[config.mk]
export PLATFORM = sky130hd
export DESIGN_NAME = sfc_freq_ctrl
export DESIGN_NICKNAME = d
export VERILOG_FILES = /design/src/shared/sfc_pkg.sv /design/src/logic/sfc_freq_ctrl.sv
export SDC_FILE = /design/constraint.sdc
export NUM_CORES = 1
export LEC_CHECK = 0
export ABC_AREA = 1
export CELL_PAD_IN_SITES_DETAIL_PLACEMENT = 1
export CELL_PAD_IN_SITES_GLOBAL_PLACEMENT = 2
export CORE_ASPECT_RATIO = 1.25
export CORE_UTILIZATION = 41
export DETAILED_ROUTE_END_ITERATION = 7
export DONT_BUFFER_PORTS = 1
export MAX_ROUTING_LAYER = met4
export PLACE_DENSITY = 0.95
export SLEW_MARGIN = 20
export SYNTH_ARGS = -nofsm -noshare
export SYNTH_HDL_FRONTEND = slang
export SYNTH_SLANG_ARGS = --single-unit
[constraint.sdc]
create_clock -name clk_in -period 32.6 [get_ports clk_in]
set_input_delay 1.63 -clock clk_in [delete_from_list [all_inputs] [get_ports clk_in]]
set_output_delay 1.63 -clock clk_in [all_outputs]
set_load 0.02 [all_outputs]
[src/shared/sfc_pkg.sv]
// Package for the synthesizer frequency-control block
package sfc_pkg;
  // ==========================================================
  // Register offsets
  localparam logic [6:0] OFF_FREQ_OFFSET_LOW   = 7'h73;
  localparam logic [6:0] OFF_FREQ_OFFSET_HIGH  = 7'h74;
  localparam logic [6:0] OFF_BAND_SELECT       = 7'h75;
  localparam logic [6:0] OFF_CARRIER_FRAC_HIGH = 7'h76;
  localparam logic [6:0] OFF_CARRIER_FRAC_LOW  = 7'h77;
  localparam logic [6:0] OFF_HOP_CHANNEL       = 7'h79;
  localparam logic [6:0] OFF_HOP_STEP          = 7'h7a;

  // ==========================================================
  // Reset values
  localparam logic [7:0] RST_FREQ_OFFSET_LOW   = 8'h00;
  localparam logic [7:0] RST_FREQ_OFFSET_HIGH  = 8'h00;
  localparam logic [7:0] RST_BAND_SELECT       = 8'h35;
  localparam logic [7:0] RST_CARRIER_FRAC_HIGH = 8'hbb;
  localparam logic [7:0] RST_CARRIER_FRAC_LOW  = 8'h80;
  localparam logic [7:0] RST_HOP_CHANNEL       = 8'h00;
  localparam logic [7:0] RST_HOP_STEP          = 8'h00;

  // ==========================================================
  // Field layout of band_select
  localparam int BS_SIDE_BIT = 6;
  localparam int BS_HIGH_BIT = 5;
  localparam int BS_INT_MSB  = 4;
  localparam logic [4:0] BAND_INT_MAX = 5'h17;
  localparam logic [1:0] OFFSET_HIGH_MASK_W = 2'h3;

  // ==========================================================
  // Synthesizer arithmetic
  localparam logic [6:0]  INT_BASE      = 7'h18;
  localparam logic [25:0] FRAC_MODULUS  = 26'h0_FA00;
  localparam logic [25:0] RX_SHIFT_UNIT = 26'h0_1770;
  localparam int          HOP_UNIT_SHL  = 6;
  localparam int          DEV_UNIT_SHL  = 2;

  // ==========================================================
  // Timing
  localparam longint CLK_HZ       = 200_000_000;
  localparam longint REF_HZ       = 10_000_000;
  localparam int     TICK_DIV     = int'(CLK_HZ / REF_HZ);
  localparam int     TUNE_TIME_NS = 200_000;
  localparam int     TUNE_CYCLES  = int'((longint'(TUNE_TIME_NS) * CLK_HZ
                                         + 999_999_999) / 1_000_000_000);

  // ==========================================================
  // Types
  typedef enum logic [1:0] {ST_RUN, ST_DEFER, ST_TUNE} sfc_state_e;

  typedef struct packed {
    logic       write;
    logic       read;
    logic [6:0] addr;
    logic [7:0] data;
  } sfc_reg_req_s;

  typedef struct packed {
    logic [7:0]  int_ratio;
    logic [15:0] frac_word;
    logic [8:0]  div_ratio;
    logic        band_halve;
  } sfc_synth_s;
endpackage

[src/logic/sfc_freq_ctrl.sv]
// Frequency-word generation and delta-sigma modulator for the synthesizer
`timescale 1ns/1ps
`default_nettype none

// Behaviour
// RL1: Third-order modulator, 10 MHz, modulo 64000
// RL2: Integer ratio is band field plus 24
// RL3: Band integer writes above 23 clamp
// RL4: Band select 1 undivided, 0 halved
// RL5: Fraction combines carrier, offset and deviation
// RL6: Programmed frequency is channel centre
// RL7: Receive lowers synthesizer by 937.5 kHz
// RL8: Hop step counts 10 kHz units
// RL9: Carrier adds step times channel times 10k
// RL10: Host hops by writing channel or step
// RL11: Hop write in TX/RX retunes, defers packet
// RL12: Offset field is signed ten-bit
// RL13: Deviation steps 625 Hz regardless of band
// RL14: New values apply on next modulator tick
module sfc_freq_ctrl #(
  parameter int TUNE_CYCLES = sfc_pkg::TUNE_CYCLES
) (
  input  wire logic                  clk_in,
  input  wire logic                  reset_n_in,
  input  wire sfc_pkg::sfc_reg_req_s reg_req_in,
  output logic [7:0]                 reg_rdata_out,
  input  wire logic                  tx_mode_in,
  input  wire logic                  rx_mode_in,
  input  wire logic                  tx_packet_active_in,
  input  wire logic                  tx_data_in,
  input  wire logic [8:0]            deviation_field_in,
  output sfc_pkg::sfc_synth_s        synth_out,
  output logic                       tune_active_out
);
  import sfc_pkg::*;

  // ==========================================================
  // Host registers
  logic [7:0] offset_low_reg, offset_low_next;
  logic [1:0] offset_high_reg, offset_high_next;
  logic [6:0] band_reg, band_next;
  logic [7:0] frac_high_reg, frac_high_next;
  logic [7:0] frac_low_reg, frac_low_next;
  logic [7:0] hop_ch_reg, hop_ch_next;
  logic [7:0] hop_step_reg, hop_step_next;
  logic [7:0] rdata_reg, rdata_next;

  always_comb begin
    offset_low_next  = offset_low_reg;
    offset_high_next = offset_high_reg;
    band_next        = band_reg;
    frac_high_next   = frac_high_reg;
    frac_low_next    = frac_low_reg;
    hop_ch_next      = hop_ch_reg;
    hop_step_next    = hop_step_reg;
    rdata_next       = rdata_reg;
    if (reg_req_in.write) begin
      if (reg_req_in.addr == OFF_FREQ_OFFSET_LOW) begin
        offset_low_next = reg_req_in.data;
      end else if (reg_req_in.addr == OFF_FREQ_OFFSET_HIGH) begin
        offset_high_next = reg_req_in.data[1:0] & OFFSET_HIGH_MASK_W;
      end else if (reg_req_in.addr == OFF_BAND_SELECT) begin
        band_next = reg_req_in.data[6:0];
        // RL3: clamp band integer
        if (reg_req_in.data[BS_INT_MSB:0] > BAND_INT_MAX) begin
          band_next[BS_INT_MSB:0] = BAND_INT_MAX;
        end
      end else if (reg_req_in.addr == OFF_CARRIER_FRAC_HIGH) begin
        frac_high_next = reg_req_in.data;
      end else if (reg_req_in.addr == OFF_CARRIER_FRAC_LOW) begin
        frac_low_next = reg_req_in.data;
      end else if (reg_req_in.addr == OFF_HOP_CHANNEL) begin
        hop_ch_next = reg_req_in.data;
      end else if (reg_req_in.addr == OFF_HOP_STEP) begin
        hop_step_next = reg_req_in.data;
      end
    end
    if (reg_req_in.read) begin
      if (reg_req_in.addr == OFF_FREQ_OFFSET_LOW) begin
        rdata_next = offset_low_reg;
      end else if (reg_req_in.addr == OFF_FREQ_OFFSET_HIGH) begin
        rdata_next = {6'h00, offset_high_reg};
      end else if (reg_req_in.addr == OFF_BAND_SELECT) begin
        rdata_next = {1'b0, band_reg};
      end else if (reg_req_in.addr == OFF_CARRIER_FRAC_HIGH) begin
        rdata_next = frac_high_reg;
      end else if (reg_req_in.addr == OFF_CARRIER_FRAC_LOW) begin
        rdata_next = frac_low_reg;
      end else if (reg_req_in.addr == OFF_HOP_CHANNEL) begin
        rdata_next = hop_ch_reg;
      end else if (reg_req_in.addr == OFF_HOP_STEP) begin
        rdata_next = hop_step_reg;
      end else begin
        rdata_next = 8'h00;
      end
    end
  end

  always_ff @(posedge clk_in) begin
    if (!reset_n_in) begin
      offset_low_reg  <= RST_FREQ_OFFSET_LOW;
      offset_high_reg <= RST_FREQ_OFFSET_HIGH[1:0];
      band_reg        <= RST_BAND_SELECT[6:0];
      frac_high_reg   <= RST_CARRIER_FRAC_HIGH;
      frac_low_reg    <= RST_CARRIER_FRAC_LOW;
      hop_ch_reg      <= RST_HOP_CHANNEL;
      hop_step_reg    <= RST_HOP_STEP;
      rdata_reg       <= 8'h00;
    end else begin
      offset_low_reg  <= offset_low_next;
      offset_high_reg <= offset_high_next;
      band_reg        <= band_next;
      frac_high_reg   <= frac_high_next;
      frac_low_reg    <= frac_low_next;
      hop_ch_reg      <= hop_ch_next;
      hop_step_reg    <= hop_step_next;
      rdata_reg       <= rdata_next;
    end
  end

  assign reg_rdata_out = rdata_reg;

  // ==========================================================
  // Reference tick and hop sequencing
  logic [4:0]  tick_cnt_reg, tick_cnt_next;
  logic        tick;
  sfc_state_e  state_reg, state_next;
  logic [31:0] tune_cnt_reg, tune_cnt_next;
  logic        hop_pend_reg, hop_pend_next;
  logic [7:0]  hop_ch_app_reg, hop_ch_app_next;
  logic [7:0]  hop_step_app_reg, hop_step_app_next;
  logic        hop_write;

  assign tick      = (tick_cnt_reg == 5'(TICK_DIV - 1));
  assign hop_write = reg_req_in.write && (reg_req_in.addr == OFF_HOP_CHANNEL
                     || reg_req_in.addr == OFF_HOP_STEP);

  always_comb begin
    tick_cnt_next     = tick ? 5'h00 : tick_cnt_reg + 5'h01;
    state_next        = state_reg;
    tune_cnt_next     = tune_cnt_reg;
    hop_pend_next     = hop_pend_reg;
    hop_ch_app_next   = hop_ch_app_reg;
    hop_step_app_next = hop_step_app_reg;
    case (state_reg)
      ST_RUN: begin
        if (hop_pend_reg) begin
          if (!tx_mode_in && !rx_mode_in) begin
            hop_ch_app_next   = hop_ch_reg;
            hop_step_app_next = hop_step_reg;
            hop_pend_next     = 1'b0;
          end else if (tx_mode_in && tx_packet_active_in) begin
            // RL11: defer to packet end
            state_next = ST_DEFER;
          end else begin
            // RL11: retune in place
            state_next        = ST_TUNE;
            tune_cnt_next     = 32'h0000_0000;
            hop_ch_app_next   = hop_ch_reg;
            hop_step_app_next = hop_step_reg;
            hop_pend_next     = 1'b0;
          end
        end
      end
      ST_DEFER: begin
        if (!(tx_mode_in && tx_packet_active_in)) begin
          state_next = ST_RUN;
        end
      end
      ST_TUNE: begin
        tune_cnt_next = tune_cnt_reg + 32'h0000_0001;
        if (tune_cnt_reg == 32'(TUNE_CYCLES - 1)) begin
          state_next = ST_RUN;
        end
      end
      default: state_next = ST_RUN;
    endcase
    // Set wins over clear
    if (hop_write) begin
      hop_pend_next = 1'b1;
    end
  end

  always_ff @(posedge clk_in) begin
    if (!reset_n_in) begin
      tick_cnt_reg     <= 5'h00;
      state_reg        <= ST_RUN;
      tune_cnt_reg     <= 32'h0000_0000;
      hop_pend_reg     <= 1'b0;
      hop_ch_app_reg   <= RST_HOP_CHANNEL;
      hop_step_app_reg <= RST_HOP_STEP;
    end else begin
      tick_cnt_reg     <= tick_cnt_next;
      state_reg        <= state_next;
      tune_cnt_reg     <= tune_cnt_next;
      hop_pend_reg     <= hop_pend_next;
      hop_ch_app_reg   <= hop_ch_app_next;
      hop_step_app_reg <= hop_step_app_next;
    end
  end

  assign tune_active_out = (state_reg == ST_TUNE);

  // ==========================================================
  // Frequency word and third-order modulator
  logic               hb;
  logic signed [26:0] base_w, hop_w, off_w, dev_w, rx_w, total_w;
  logic [25:0]        total_u;
  logic [7:0]         int_w;
  logic [15:0]        frac_w;
  logic [15:0]        acc1_reg, acc1_next, acc2_reg, acc2_next;
  logic [15:0]        acc3_reg, acc3_next, acc1_new, acc2_new, acc3_new;
  logic               c2d_reg, c3d_reg, c3dd_reg;
  logic               c1, c2, c3, c2d_next, c3d_next, c3dd_next;
  logic [16:0]        s1, s2, s3;
  logic signed [9:0]  mod_y;
  sfc_synth_s         synth_reg, synth_next;
  assign hb = band_reg[BS_HIGH_BIT];

  always_comb begin
    // RL2: integer plus 24, fraction over 64000
    base_w  = 27'(({20'h0_0000, 2'b00, band_reg[4:0]} + 27'(INT_BASE))
                  * 27'(FRAC_MODULUS)) + 27'({frac_high_reg, frac_low_reg});
    // RL8: step units of 10 kHz
    // RL9: step times channel added
    hop_w   = 27'(((27'(hop_step_app_reg) * 27'(hop_ch_app_reg))
                   << HOP_UNIT_SHL) >> hb);
    // RL12: signed offset
    off_w   = 27'(signed'({offset_high_reg, offset_low_reg}));
    // RL13: 625 Hz steps in any band
    dev_w   = 27'(({18'h0_0000, deviation_field_in} << DEV_UNIT_SHL) >> hb);
    // RL5: fraction terms, FSK in loop
    if (!tx_mode_in) begin
      dev_w = 27'h000_0000;
    end else if (!tx_data_in) begin
      dev_w = -dev_w;
    end
    // RL7: receive down-shift
    // RL6: word is channel centre
    rx_w    = rx_mode_in ? 27'(RX_SHIFT_UNIT >> hb) : 27'h000_0000;
    total_w = base_w + hop_w + off_w + dev_w - rx_w;
    total_u = total_w[26] ? 26'h000_0000 : total_w[25:0];
    int_w   = 8'(total_u / FRAC_MODULUS);
    frac_w  = 16'(total_u % FRAC_MODULUS);
  end

  always_comb begin
    // RL1: modulo-64000 accumulators
    s1 = {1'b0, acc1_reg} + {1'b0, synth_reg.frac_word};
    c1 = (s1 >= 17'(FRAC_MODULUS));
    acc1_new = c1 ? 16'(s1 - 17'(FRAC_MODULUS)) : s1[15:0];
    s2 = {1'b0, acc2_reg} + {1'b0, acc1_new};
    c2 = (s2 >= 17'(FRAC_MODULUS));
    acc2_new = c2 ? 16'(s2 - 17'(FRAC_MODULUS)) : s2[15:0];
    s3 = {1'b0, acc3_reg} + {1'b0, acc2_new};
    c3 = (s3 >= 17'(FRAC_MODULUS));
    acc3_new = c3 ? 16'(s3 - 17'(FRAC_MODULUS)) : s3[15:0];
    acc1_next = tick ? acc1_new : acc1_reg;
    acc2_next = tick ? acc2_new : acc2_reg;
    acc3_next = tick ? acc3_new : acc3_reg;
    c2d_next  = tick ? c2 : c2d_reg;
    c3d_next  = tick ? c3 : c3d_reg;
    c3dd_next = tick ? c3d_reg : c3dd_reg;
    mod_y = 10'(c1) + 10'(c2) - 10'(c2d_reg) + 10'(c3)
            - 10'({c3d_reg, 1'b0}) + 10'(c3dd_reg);
    synth_next = synth_reg;
    // RL14: apply on modulator tick
    if (tick) begin
      synth_next.int_ratio  = int_w;
      synth_next.frac_word  = frac_w;
      synth_next.div_ratio  = 9'(10'({2'b00, synth_reg.int_ratio}) + mod_y);
      // RL4: divide-by-two outside loop
      synth_next.band_halve = !hb;
    end
  end

  always_ff @(posedge clk_in) begin
    if (!reset_n_in) begin
      acc1_reg  <= 16'h0000;
      acc2_reg  <= 16'h0000;
      acc3_reg  <= 16'h0000;
      c2d_reg   <= 1'b0;
      c3d_reg   <= 1'b0;
      c3dd_reg  <= 1'b0;
      synth_reg <= '0;
    end else begin
      acc1_reg  <= acc1_next;
      acc2_reg  <= acc2_next;
      acc3_reg  <= acc3_next;
      c2d_reg   <= c2d_next;
      c3d_reg   <= c3d_next;
      c3dd_reg  <= c3dd_next;
      synth_reg <= synth_next;
    end
  end

  assign synth_out = synth_reg;
endmodule
`default_nettype wire

==> results by group, run 1 <==
Critical path
  – Critical-path top delay cell: dfxtp_1
  – Delay of the slowest critical-path stage: around 0.56 ns
  – CP Class: reg2reg
  – Worst path buffer plus inverter count: 17
  – Worst setup path end: synth_out[23]
  – Max FO, Critical Path: 16
  – R2R Setup Slk: between 15 and 20 ns
  – Crit end category: register
  – Top Family by Delay on Critical Path: simple AND/OR/NAND/NOR gates
  – R2R Path End: synth_out[23]
  – Worst Setup SP: band_reg[1]
  – Most prevalent standard cell on the critical path: nand2_1
  – Cell depth of the worst setup path: 95
  – Cell depth of the worst flop-to-flop path: between 90 and 100
  – CP required: between 30 and 40 ns
  – Launching point of the worst reg2reg path: band_reg[1]
  – Startpoint type of the worst setup path: register
  – Data arrival time at the worst-slack endpoint: 14.36 ns

Global routing
  – Grt ovf: 0
  – Vias in the first global route: ~19,000
  – Largest net degree at the start of global routing: slightly below 70
  – First-pass GRT wire length: approximately 95,000 um
  – Initial antenna violation count: 0
  – GRT Resource Usage Total: 0.2497

Power and ir drop
  – Sw Ratio: 0.5511
  – Cell internal pwr: 687.9 uW
  – Register share of total power: 0.161
  – Combinational Power Share: 0.696
  – Pwr dens: 73.02 nW/um^2
  – Worst vdd ir: 0.00008711 V
  – Clk pwr share: 0.143
  – Leakage Power: 10.88 nW
  – Switching power of the nets: about 840 uW

STA
  – RSZ-0062 raised after global routing: false
  – Final worst-path cycle share: 0.4294
  – Worst slew pin tran: 1.025 ns
  – Max Fclk: just over 70 MHz
  – Fin. max-slew vios: 0
  – Hold Vio Cnt, Final: 0
  – Worst hold slack: around 0.46 ns
  – Setup Viol. Count Final: 0
  – Final TNS setup: 0 ns
  – Slew margin rel.: 0.3123
  – Max Clock Skew: between 0.015 and 0.02 ns
  – Post-route setup slack: between 15 and 20 ns
  – Fin crit period: between 10 and 15 ns

Clock tree
  – Post-cts resize count: 0
  – CTS Buf Count: 17
  – Post-CTS setup buffers: 0
  – Max Root-Sink Buffers: 2
  – H-tree depth: 4
  – Clock slew at reported path FFs: around 0.070 ns
  – CTS tree: done
  – Root buf cell: clkbuf_16
  – TritonCTS sink count: about 200
  – Clk_lat worst skew: 0.47 ns
  – Hold-fix buffers at CTS: 0

Floorplan
  – I/O pin count: 75
  – Horiz. Die Dim: between 150 and 200 um
  – DIE AREA: roughly 50,000 sq um
  – Starting Density: 0.4172
  – Core box area: between 40,000 and 50,000 sq um
  – Die H: around 250 um
  – Std cell rows: 89

Logic synthesis
  – Netlist Area Pre-Place: about 20,000 sq um
  – Synth unique cells: between 50 and 60
  – Synth Area per Inst: 6.958 sq um
  – Post-synthesis cell count: 2,844
  – Post-synth EDFFs: 0
  – Ys async rst share: 0
  – Sequential fraction of the synthesis area: 0.2003
  – Yosys warns: 0
  – Most used DFF post-synth: dfxtp_1
  – #FFs+latches synth: about 200
  – Syn_nets: approximately 3,200

Drt
  – Routed WL: around 58,000 um
  – Initial DRT Pass Iterations: 4
  – First DRT Iteration DRCs: between 500 and 600
  – Post-route ant nets: 0
  – Via/cell ratio: 5.185
  – DRC Markers: 0
  – Vias: around 18,000
  – DR WL/cell: ~17 um

Cells and area
  – Max FFs per register: 34
  – Antenna diode count: 0
  – Most frequent cells in the layout: nand2_1 (551), inv_1 (548), nor2_1 (205)
  – Commonest non-fill, non-tap cell in the layout: nand2_1
  – Nets: between 3,000 and 4,000
  – Fin util: 0.4424
  – Share of layout cells above drive strength 1: 0.06203
  – Area delta synth->final: 6.057%

Hold path
  – HP Class: reg2reg

Status
  – Status: complete, no violations

Placement
  – Global placement routability congestion: 0.9086
  – I/O Buffers: 0
  – Setup Slack @ Placement: between 15 and 20 ns
  – Detailed Place HPWL: 48,470 um

Flow run
  – Max_cap viols: 0
==> routing by layer <==
layer	vias up	wire (um)	track usage	share of wire
li1	8994	-	-	-
met1	8674	23640	0.2632	0.41
met2	182	30670	0.4664	0.53
met3	81	1906	0.04117	0.033
met4	0	1812	0.08552	0.031
met5	-	0	-	0
==> cell families after synthesis <==
group / after synthesis / synth area share
XOR/XNOR: 117 / 0.05178
buffers and inverters: 639 / 0.1222
AND/OR/NAND/NOR: 1067 / 0.2441
adder cells (fa/ha/maj): 295 / 0.2256
AO/OA/AOI/OAI: 524 / 0.1541
multiplexers: 4 / 0.002023
flip-flops: 198 / 0.2003
==> worst reg2reg max path: cells and delay by family, from the launching register on <==
| family | cells | cell delay (ns) |
|---|---|---|
| fa+ha+maj | 10 | 3.94 |
| simple gates | 59 | 6.28 |
| compound gates | 8 | 1.59 |
| buf+inv | 17 | 1.13 |
| xor+xnor | 1 | 0.40 |
| flops | 1 | 0.56 |
==> through the flow <==
step	instance area (sq um)	std cells	power, mW
floorplan	19790	2844	1.110
global placement	20400	3426	1.278
detailed placement	20400	3426	1.314
CTS	20990	3458	1.544
global route	20990	3458	1.691
finish	20990	3458	1.532
==> worst min-delay path by stage <==
stage	start	end	slack, ns	cells after the start
after floorplan	tick_cnt_reg[0]	tick_cnt_reg[0]	0.42	1
after global placement	tick_cnt_reg[0]	tick_cnt_reg[0]	0.43	1
after detailed placement	tick_cnt_reg[0]	tick_cnt_reg[0]	0.45	1
after CTS	tick_cnt_reg[0]	tick_cnt_reg[0]	0.46	1
after global routing	tick_cnt_reg[0]	tick_cnt_reg[0]	0.49	1
final	tick_cnt_reg[0]	tick_cnt_reg[0]	0.46	1
==> power by group through the flow <==
| stage | registers (mW) | logic, mW | clock network (mW) |
|---|---|---|---|
| after floorplan | 0.251 | 0.859 | 0 |
| after detailed placement | 0.253 | 1.06 | 0 |
| after global placement | 0.252 | 1.03 | 0 |
| after global routing | 0.247 | 1.21 | 0.232 |
| after CTS | 0.247 | 1.07 | 0.224 |
| final | 0.247 | 1.07 | 0.219 |
==> cell usage after synthesis (all sizes together) (15+ instances only) <==
cell type / number / area [sq um]
nand4: 29 / 224.0
a31oi: 15 / 93.84
nand2: 598 / 2402
nor3: 28 / 140.1
o211ai: 16 / 120.1
a21oi: 193 / 973.4
xnor2: 28 / 245.2
o21bai: 32 / 266.5
ha: 192 / 2402
nand3: 140 / 810.8
clkbuf: 58 / 217.7
inv: 575 / 2158
nor2: 230 / 975.9
dfxtp: 198 / 3964
a22o: 26 / 227.7
xor2: 89 / 779.5
o21ai: 195 / 979.7
fa: 103 / 2062
==> layout make-up <==
type | count | area (sq um)
timing repair buffer | 6 | 45.04
clock buffer | 19 | 452.9
multi-input combinational | 2007 | 13420
tap | 637 | 797.0
inverter | 578 | 2170
sequential | 198 | 3964
clock inverter | 13 | 136.4
fill | 6232 | 26450
Note: power is estimated with default switching activity, not from simulation.
==> run 2, diff against run 1 <==
- CORE_UTILIZATION: 41 -> 38
- PLACE_DENSITY: 0.95 -> 0.9
- clock period: 32.6 -> 13.7 ns (I/O delays scaled with it)
==> results by group, run 2 (synthesis results as in run 1) <==
Global routing
  – Initial antenna violation count: 0 (unchanged)
  – GRT Resource Usage Total: 0.2368 (was 0.2497)
  – Grt ovf: 0 (unchanged)
  – Vias in the first global route: 19,700 (was 19,060)
  – First-pass GRT wire length: 98,170 um (was 94,920 um)
  – Largest net degree at the start of global routing: 69 (unchanged)

Cells and area
  – Most frequent cells in the layout: inv_1 (544), nand2_1 (487), nor2_1 (187) (was nand2_1 (551), inv_1 (548), nor2_1 (205))
  – Max FFs per register: 34 (unchanged)
  – Fill cells: 6,537 (was 6,232)
  – Nets: 3,199 (was 3,135)
  – Non-Filler Instances: 3,550 (was 3,458)
  – Antenna diode count: 0 (unchanged)
  – Final instance area: 22,380 sq um (was 20,990 sq um)
  – Area delta synth->final: 13.11% (was 6.057%)
  – Commonest non-fill, non-tap cell in the layout: inv_1 (was nand2_1)
  – Share of layout cells above drive strength 1: 0.1369 (was 0.06203)

STA
  – Worst slew pin tran: 1.008 ns (was 1.025 ns)
  – Max Clock Skew: 0.02028 ns (was 0.01713 ns)
  – Final worst-path cycle share: 0.9476 (was 0.4294)
  – Fin. max-slew vios: 0 (unchanged)
  – Hold Vio Cnt, Final: 0 (unchanged)
  – Final TNS setup: 0 ns (unchanged)
  – Worst hold slack: 0.3353 ns (was 0.4604 ns)
  – Max Fclk: 77.03 MHz (was 71.43 MHz)
  – Fin crit period: 12.98 ns (was 14.00 ns)
  – Slew margin rel.: 0.3269 (was 0.3123)
  – Setup Viol. Count Final: 0 (unchanged)

Drt
  – Initial DRT Pass Iterations: 5 (was 4)
  – Routed WL: 61,510 um (was 58,020 um)
  – DR WL met3: 1521 um (was 1906 um)
  – Vias: 18,480 (was 17,930)
  – Post-route ant nets: 0 (unchanged)
  – Met1 Routed Length: 24,440 um (was 23,640 um)
  – DR WL/cell: 17.33 um (was 16.78 um)
  – First DRT Iteration DRCs: 634 (was 540)
  – Top sig layer: met4 (unchanged)
  – Via/cell ratio: 5.205 (was 5.185)
  – Wire length on met2: 33,530 um (was 30,670 um)
  – DRC Markers: 0 (unchanged)

Power and ir drop
  – Cell internal pwr: 1.993 mW (was 687.9 uW)
  – Pwr dens: 195.1 nW/um^2 (was 73.02 nW/um^2)
  – Tot Pwr: 4.366 mW (was 1.532 mW)
  – Leakage Power: 11.39 nW (was 10.88 nW)
  – Switching power of the nets: 2.374 mW (was 844.5 uW)
  – Register share of total power: 0.134 (was 0.161)
  – Sw Ratio: 0.5436 (was 0.5511)
  – Worst vdd ir: 0.0001872 V (was 0.00008711 V)
  – Combinational Power Share: 0.749 (was 0.696)
  – Clk pwr share: 0.117 (was 0.143)

Flow run
  – Max_cap viols: 0 (unchanged)

Floorplan
  – Horiz. Die Dim: 206.1 um (was 198.5 um)
  – DIE AREA: 53,000 sq um (was 49,150 sq um)
  – Core box area: 51,430 sq um (was 47,440 sq um)
  – Std cell rows: 93 (was 89)
  – Starting Density: 0.3848 (was 0.4172)
  – I/O pin count: 75 (unchanged)
  – Die H: 257.1 um (was 247.6 um)

Clock tree
  – TritonCTS sink count: 198 (unchanged)
  – H-tree depth: 4 (unchanged)
  – Clock slew at reported path FFs: 0.08 ns (was 0.07 ns)
  – Max Root-Sink Buffers: 2 (unchanged)
  – CTS tree: done (unchanged)
  – Clk_lat worst skew: 0.47 ns (about the same)
  – CTS Buf Count: 17 (unchanged)
  – Root buf cell: clkbuf_16 (unchanged)
  – Hold-fix buffers at CTS: 0 (unchanged)

Placement
  – I/O Buffers: 0 (unchanged)
  – Global placement routability congestion: 0.9403 (was 0.9086)
  – Placed cell area: 20,500 sq um (was 20,400 sq um)
  – Placed insts: 3,463 (was 3,426)
  – Detailed Place HPWL: 50,020 um (was 48,470 um)

Critical path
  – Data arrival time at the worst-slack endpoint: 13.36 ns (was 14.36 ns)
  – Critical-path top delay cell: fa_1 (was dfxtp_1)
  – CP required: 14.07 ns (was 32.96 ns)
  – Max FO, Critical Path: 8 (was 16)
  – Delay of the slowest critical-path stage: 0.53 ns (was 0.56 ns)
  – CP Class: reg2reg (unchanged)
  – Startpoint type of the worst setup path: register (unchanged)
  – Most prevalent standard cell on the critical path: nand2_2 (was nand2_1)
  – Crit end category: register (unchanged)

Status
  – Status: complete, no violations (unchanged)

Hold path
  – HP Class: in2reg (was reg2reg)
run 2: power groups by stage:
stage                     Sequential [mW]  Combinational, mW  Clock (mW)
after floorplan                     0.598               2.04           0
after global placement              0.600               2.46           0
after detailed placement            0.601               2.55           0
after CTS                           0.586               2.59       0.525
after global routing                0.586               3.59       0.544
final                               0.585               3.27       0.510
run 2: area by class of cell:
type / count / area (sq um) / area share
clock inverter: 14 / 140.1 / 0.006261
tap: 665 / 832.0 / 0.03717
inverter: 578 / 2180 / 0.09738
sequential: 198 / 4016 / 0.1794
clock buffer: 18 / 439.2 / 0.01962
timing repair buffer: 68 / 518.0 / 0.02314
multi-input combinational: 2009 / 14260 / 0.6370
run 2: worst max-delay path, delay by kind of cell, from the launching register on:
family	cells	cell delay [ns]
XOR/XNOR	2	0.34
AO/OA/AOI/OAI	12	1.73
flip-flops	1	0.41
AND/OR/NAND/NOR	55	5.58
adder cells (fa/ha/maj)	8	3.53
buffers and inverters	18	1.24
run 2: repair_timing:
action | 4_1_cts | 5_1_grt
endpoints found under the setup margin | 8 | 10
pin swaps | 3 | 98
buffers inserted | 3 | 50
gates resized for setup | 39 | 204
cloned | 1 | 1
run 2: worst paths after layout:
kind / start / cells after the start / end / slack (ns)
setup / recovery: hop_ch_app_reg[2] / 95 / synth_out[22] / 0.72
hold / removal: reg_req_in[15] / 1 / reg_rdata_out[3] / 0.34
setup reg to reg: hop_ch_app_reg[2] / 95 / synth_out[22] / 0.72
hold reg to reg: tick_cnt_reg[0] / 1 / tick_cnt_reg[0] / 0.46
run 2: metrics by stage:
stage               setup WS (ns)  utilization
global route              -0.2368       0.4352
floorplan                   1.682            -
CTS                      0.001862       0.4127
finish                     0.7177       0.4352
detailed placement        -0.5325       0.3986
global placement          -0.1011       0.3986
run 2: per-layer routing:
layer | up-vias | track usage
met5 | - | -
met4 | 0 | 0.08150
met3 | 96 | 0.03103
met2 | 221 | 0.4416
met1 | 9039 | 0.2514
li1 | 9121 | -
==> run 3, diff against run 2 <==
- CORE_UTILIZATION: 38 -> 34
- PLACE_DENSITY: 0.9 -> 0.86
- SLEW_MARGIN: 20 -> 30
- clock period: 13.7 -> 11.4 ns (I/O delays scaled with it)
==> results by group, run 3 (synthesis results as in run 1) <==
Drt
  – Via/cell ratio: 5.007 (was 5.205)
  – Initial DRT Pass Iterations: 5 (unchanged)
  – Post-route ant nets: 0 (unchanged)
  – Routed WL: 66,010 um (was 61,510 um)
  – DR WL/cell: 16.99 um (was 17.33 um)
  – DRC Markers: 0 (unchanged)
  – Vias: 19,450 (was 18,480)
  – First DRT Iteration DRCs: 634 (unchanged)

Cells and area
  – Area delta synth->final: 26.90% (was 13.11%)
  – Non-Filler Instances: 3,885 (was 3,550)
  – Fin util: 0.4376 (was 0.4352)
  – Fill cells: 7,225 (was 6,537)
  – Final instance area: 25,110 sq um (was 22,380 sq um)
  – Max FFs per register: 34 (unchanged)
  – Multi-input logic area: 14,920 sq um (was 14,260 sq um)
  – FF/Latch Area: 3998 sq um (was 4016 sq um)
  – Most frequent cells in the layout: inv_1 (523), nand2_1 (453), buf_4 (305) (was inv_1 (544), nand2_1 (487), nor2_1 (187))
  – Commonest non-fill, non-tap cell in the layout: inv_1 (unchanged)
  – Share of layout cells above drive strength 1: 0.2415 (was 0.1369)
  – Nets: 3,448 (was 3,199)

STA
  – Final worst-path cycle share: 1.147 (was 0.9476)
  – Hold Vio Cnt, Final: 0 (unchanged)
  – Max Fclk: 76.48 MHz (was 77.03 MHz)
  – RSZ-0062 raised after global routing: true
  – Fin. max-slew vios: 0 (unchanged)
  – Worst slew pin tran: 0.8228 ns (was 1.008 ns)
  – Post-route setup slack: -1.676 ns (was 0.7177 ns)
  – Max Clock Skew: 0.01462 ns (was 0.02028 ns)
  – Slew margin rel.: 0.4515 (was 0.3269)
  – Final TNS setup: -15.38 ns (was 0 ns)
  – Setup Viol. Count Final: 11 (was 0)
  – Fin crit period: 13.08 ns (was 12.98 ns)

Placement
  – Global placement routability congestion: 0.8953 (was 0.9403)
  – Setup Slack @ Placement: -1.532 ns (was -0.5325 ns)
  – Placed insts: 3,784 (was 3,463)
  – Placed cell area: 22,770 sq um (was 20,500 sq um)
  – Detailed Place HPWL: 53,010 um (was 50,020 um)
  – I/O Buffers: 0 (unchanged)

Clock tree
  – Max Root-Sink Buffers: 2 (unchanged)
  – Clk_lat worst skew: 0.46 ns (was 0.47 ns)
  – CTS tree: done (unchanged)
  – Clock slew at reported path FFs: 0.08 ns (about the same)
  – CTS Buf Count: 17 (unchanged)
  – TritonCTS sink count: 198 (unchanged)
  – H-tree depth: 4 (unchanged)
  – Root buf cell: clkbuf_16 (unchanged)

Power and ir drop
  – Leakage Power: 12.86 nW (was 11.39 nW)
  – Pwr dens: 271.5 nW/um^2 (was 195.1 nW/um^2)
  – Worst vdd ir: 0.0003481 V (was 0.0001872 V)

Flow run
  – Max_cap viols: 0 (unchanged)

Critical path
  – Critical-path top delay cell: fa_1 (unchanged)
  – Most prevalent standard cell on the critical path: nand2_4 (was nand2_2)
  – Worst path buffer plus inverter count: 16 (was 18)
  – Max FO, Critical Path: 8 (unchanged)
  – CP required: 11.80 ns (was 14.07 ns)
  – CP Class: reg2reg (unchanged)
  – Launching point of the worst reg2reg path: band_reg[2] (was hop_ch_app_reg[2])
  – Top Family by Delay on Critical Path: simple AND/OR/NAND/NOR gates (unchanged)
  – Startpoint type of the worst setup path: register (unchanged)
  – Cell depth of the worst flop-to-flop path: 82 (was 95)
  – Data arrival time at the worst-slack endpoint: 13.48 ns (was 13.36 ns)
  – Delay of the slowest critical-path stage: 0.54 ns (was 0.53 ns)
  – Worst Setup SP: band_reg[2] (was hop_ch_app_reg[2])
  – Crit end category: register (unchanged)
  – Cell depth of the worst setup path: 82 (was 95)

Floorplan
  – I/O pin count: 75 (unchanged)
  – DIE AREA: 59,180 sq um (was 53,000 sq um)
  – Die H: 271.7 um (was 257.1 um)
  – Std cell rows: 98 (was 93)
  – Starting Density: 0.3448 (was 0.3848)
  – Horiz. Die Dim: 217.8 um (was 206.1 um)
  – Core box area: 57,390 sq um (was 51,430 sq um)

Hold path
  – HP Start: reg_req_in[15] (unchanged)
  – HP Class: in2reg (unchanged)
  – Worst Hold Path Cells: 1 (unchanged)

Status
  – Failing checks: setup timing
  – Status: complete, but fails checks (was complete, no violations)

Global routing
  – Grt ovf: 0 (unchanged)
  – Vias in the first global route: 21,080 (was 19,700)
  – Largest net degree at the start of global routing: 70 (was 69)
  – GRT Resource Usage Total: 0.2271 (was 0.2368)
  – First-pass GRT wire length: 105,400 um (was 98,170 um)
  – Initial antenna violation count: 1 (was 0)
[run 3: changes by cell type in the layout (fill, tap and decap cells not counted), sizes merged, moves of 2 or more]
cell | previous run | this run
clkinv | 5 | 7
bufinv | 1 | 3
inv | 581 | 577
buf | 68 | 318
[run 3: through the flow]
stage          total power, mW  hold slack [ns]
3_3_place_gp             4.762           0.4300
3_5_place_dp             4.908           0.4546
5_1_grt                  7.332           0.2163
6_report                 6.819           0.2236
2_1_floorplan            3.412           0.4176
4_1_cts                  6.153           0.1972
[run 3: worst register-to-register path, delay by kind of cell, from the launching register on]
family	cells	cell delay, ns
AO/OA/AOI/OAI	11	1.98
flip-flops	1	0.33
adder cells (fa/ha/maj)	10	3.80
AND/OR/NAND/NOR	43	4.87
XOR/XNOR	2	0.47
buffers and inverters	16	1.55
[run 3: power breakdown]
group | internal [mW] | leakage, nW | switching (mW)
logic | 2.38 | 11.0 | 3.08
registers | 0.697 | 1.61 | 0.00786
clock network | 0.354 | 0.286 | 0.293
[run 3: routing by layer]
| layer | GRT usage | vias up | part of all wire |
|---|---|---|---|
| met5 | - | - | 0 |
| met4 | 0.07048 | 0 | 0.031 |
| met3 | 0.02487 | 103 | 0.022 |
| met2 | 0.4474 | 217 | 0.56 |
| met1 | 0.2290 | 9512 | 0.39 |
| li1 | - | 9620 | - |
[run 3: timing repair]
action / CTS / global route
pin swaps: 117 / 76
gates cloned: 1 / 0
hold buffers: 0 / 0
buffers inserted: 39 / 29
setup endpoints to repair: 10 / 14
resized for setup: 167 / 150
[run 3: path summary, 6_finish.rpt]
path	to	slack, ns
setup / recovery	synth_out[20]	-1.68
setup reg to reg	synth_out[20]	-1.68
hold reg to reg	tick_cnt_reg[0]	0.47
hold / removal	reg_rdata_out[5]	0.22
[run 3: cell type report]
cell class,count,area share
multi-input combinational,2008,0.5942
timing repair buffer,318,0.09771
clock buffer,19,0.01764
tap,750,0.03737
antenna,1,0.00009965
clock inverter,13,0.006876
inverter,578,0.08695
sequential,198,0.1592
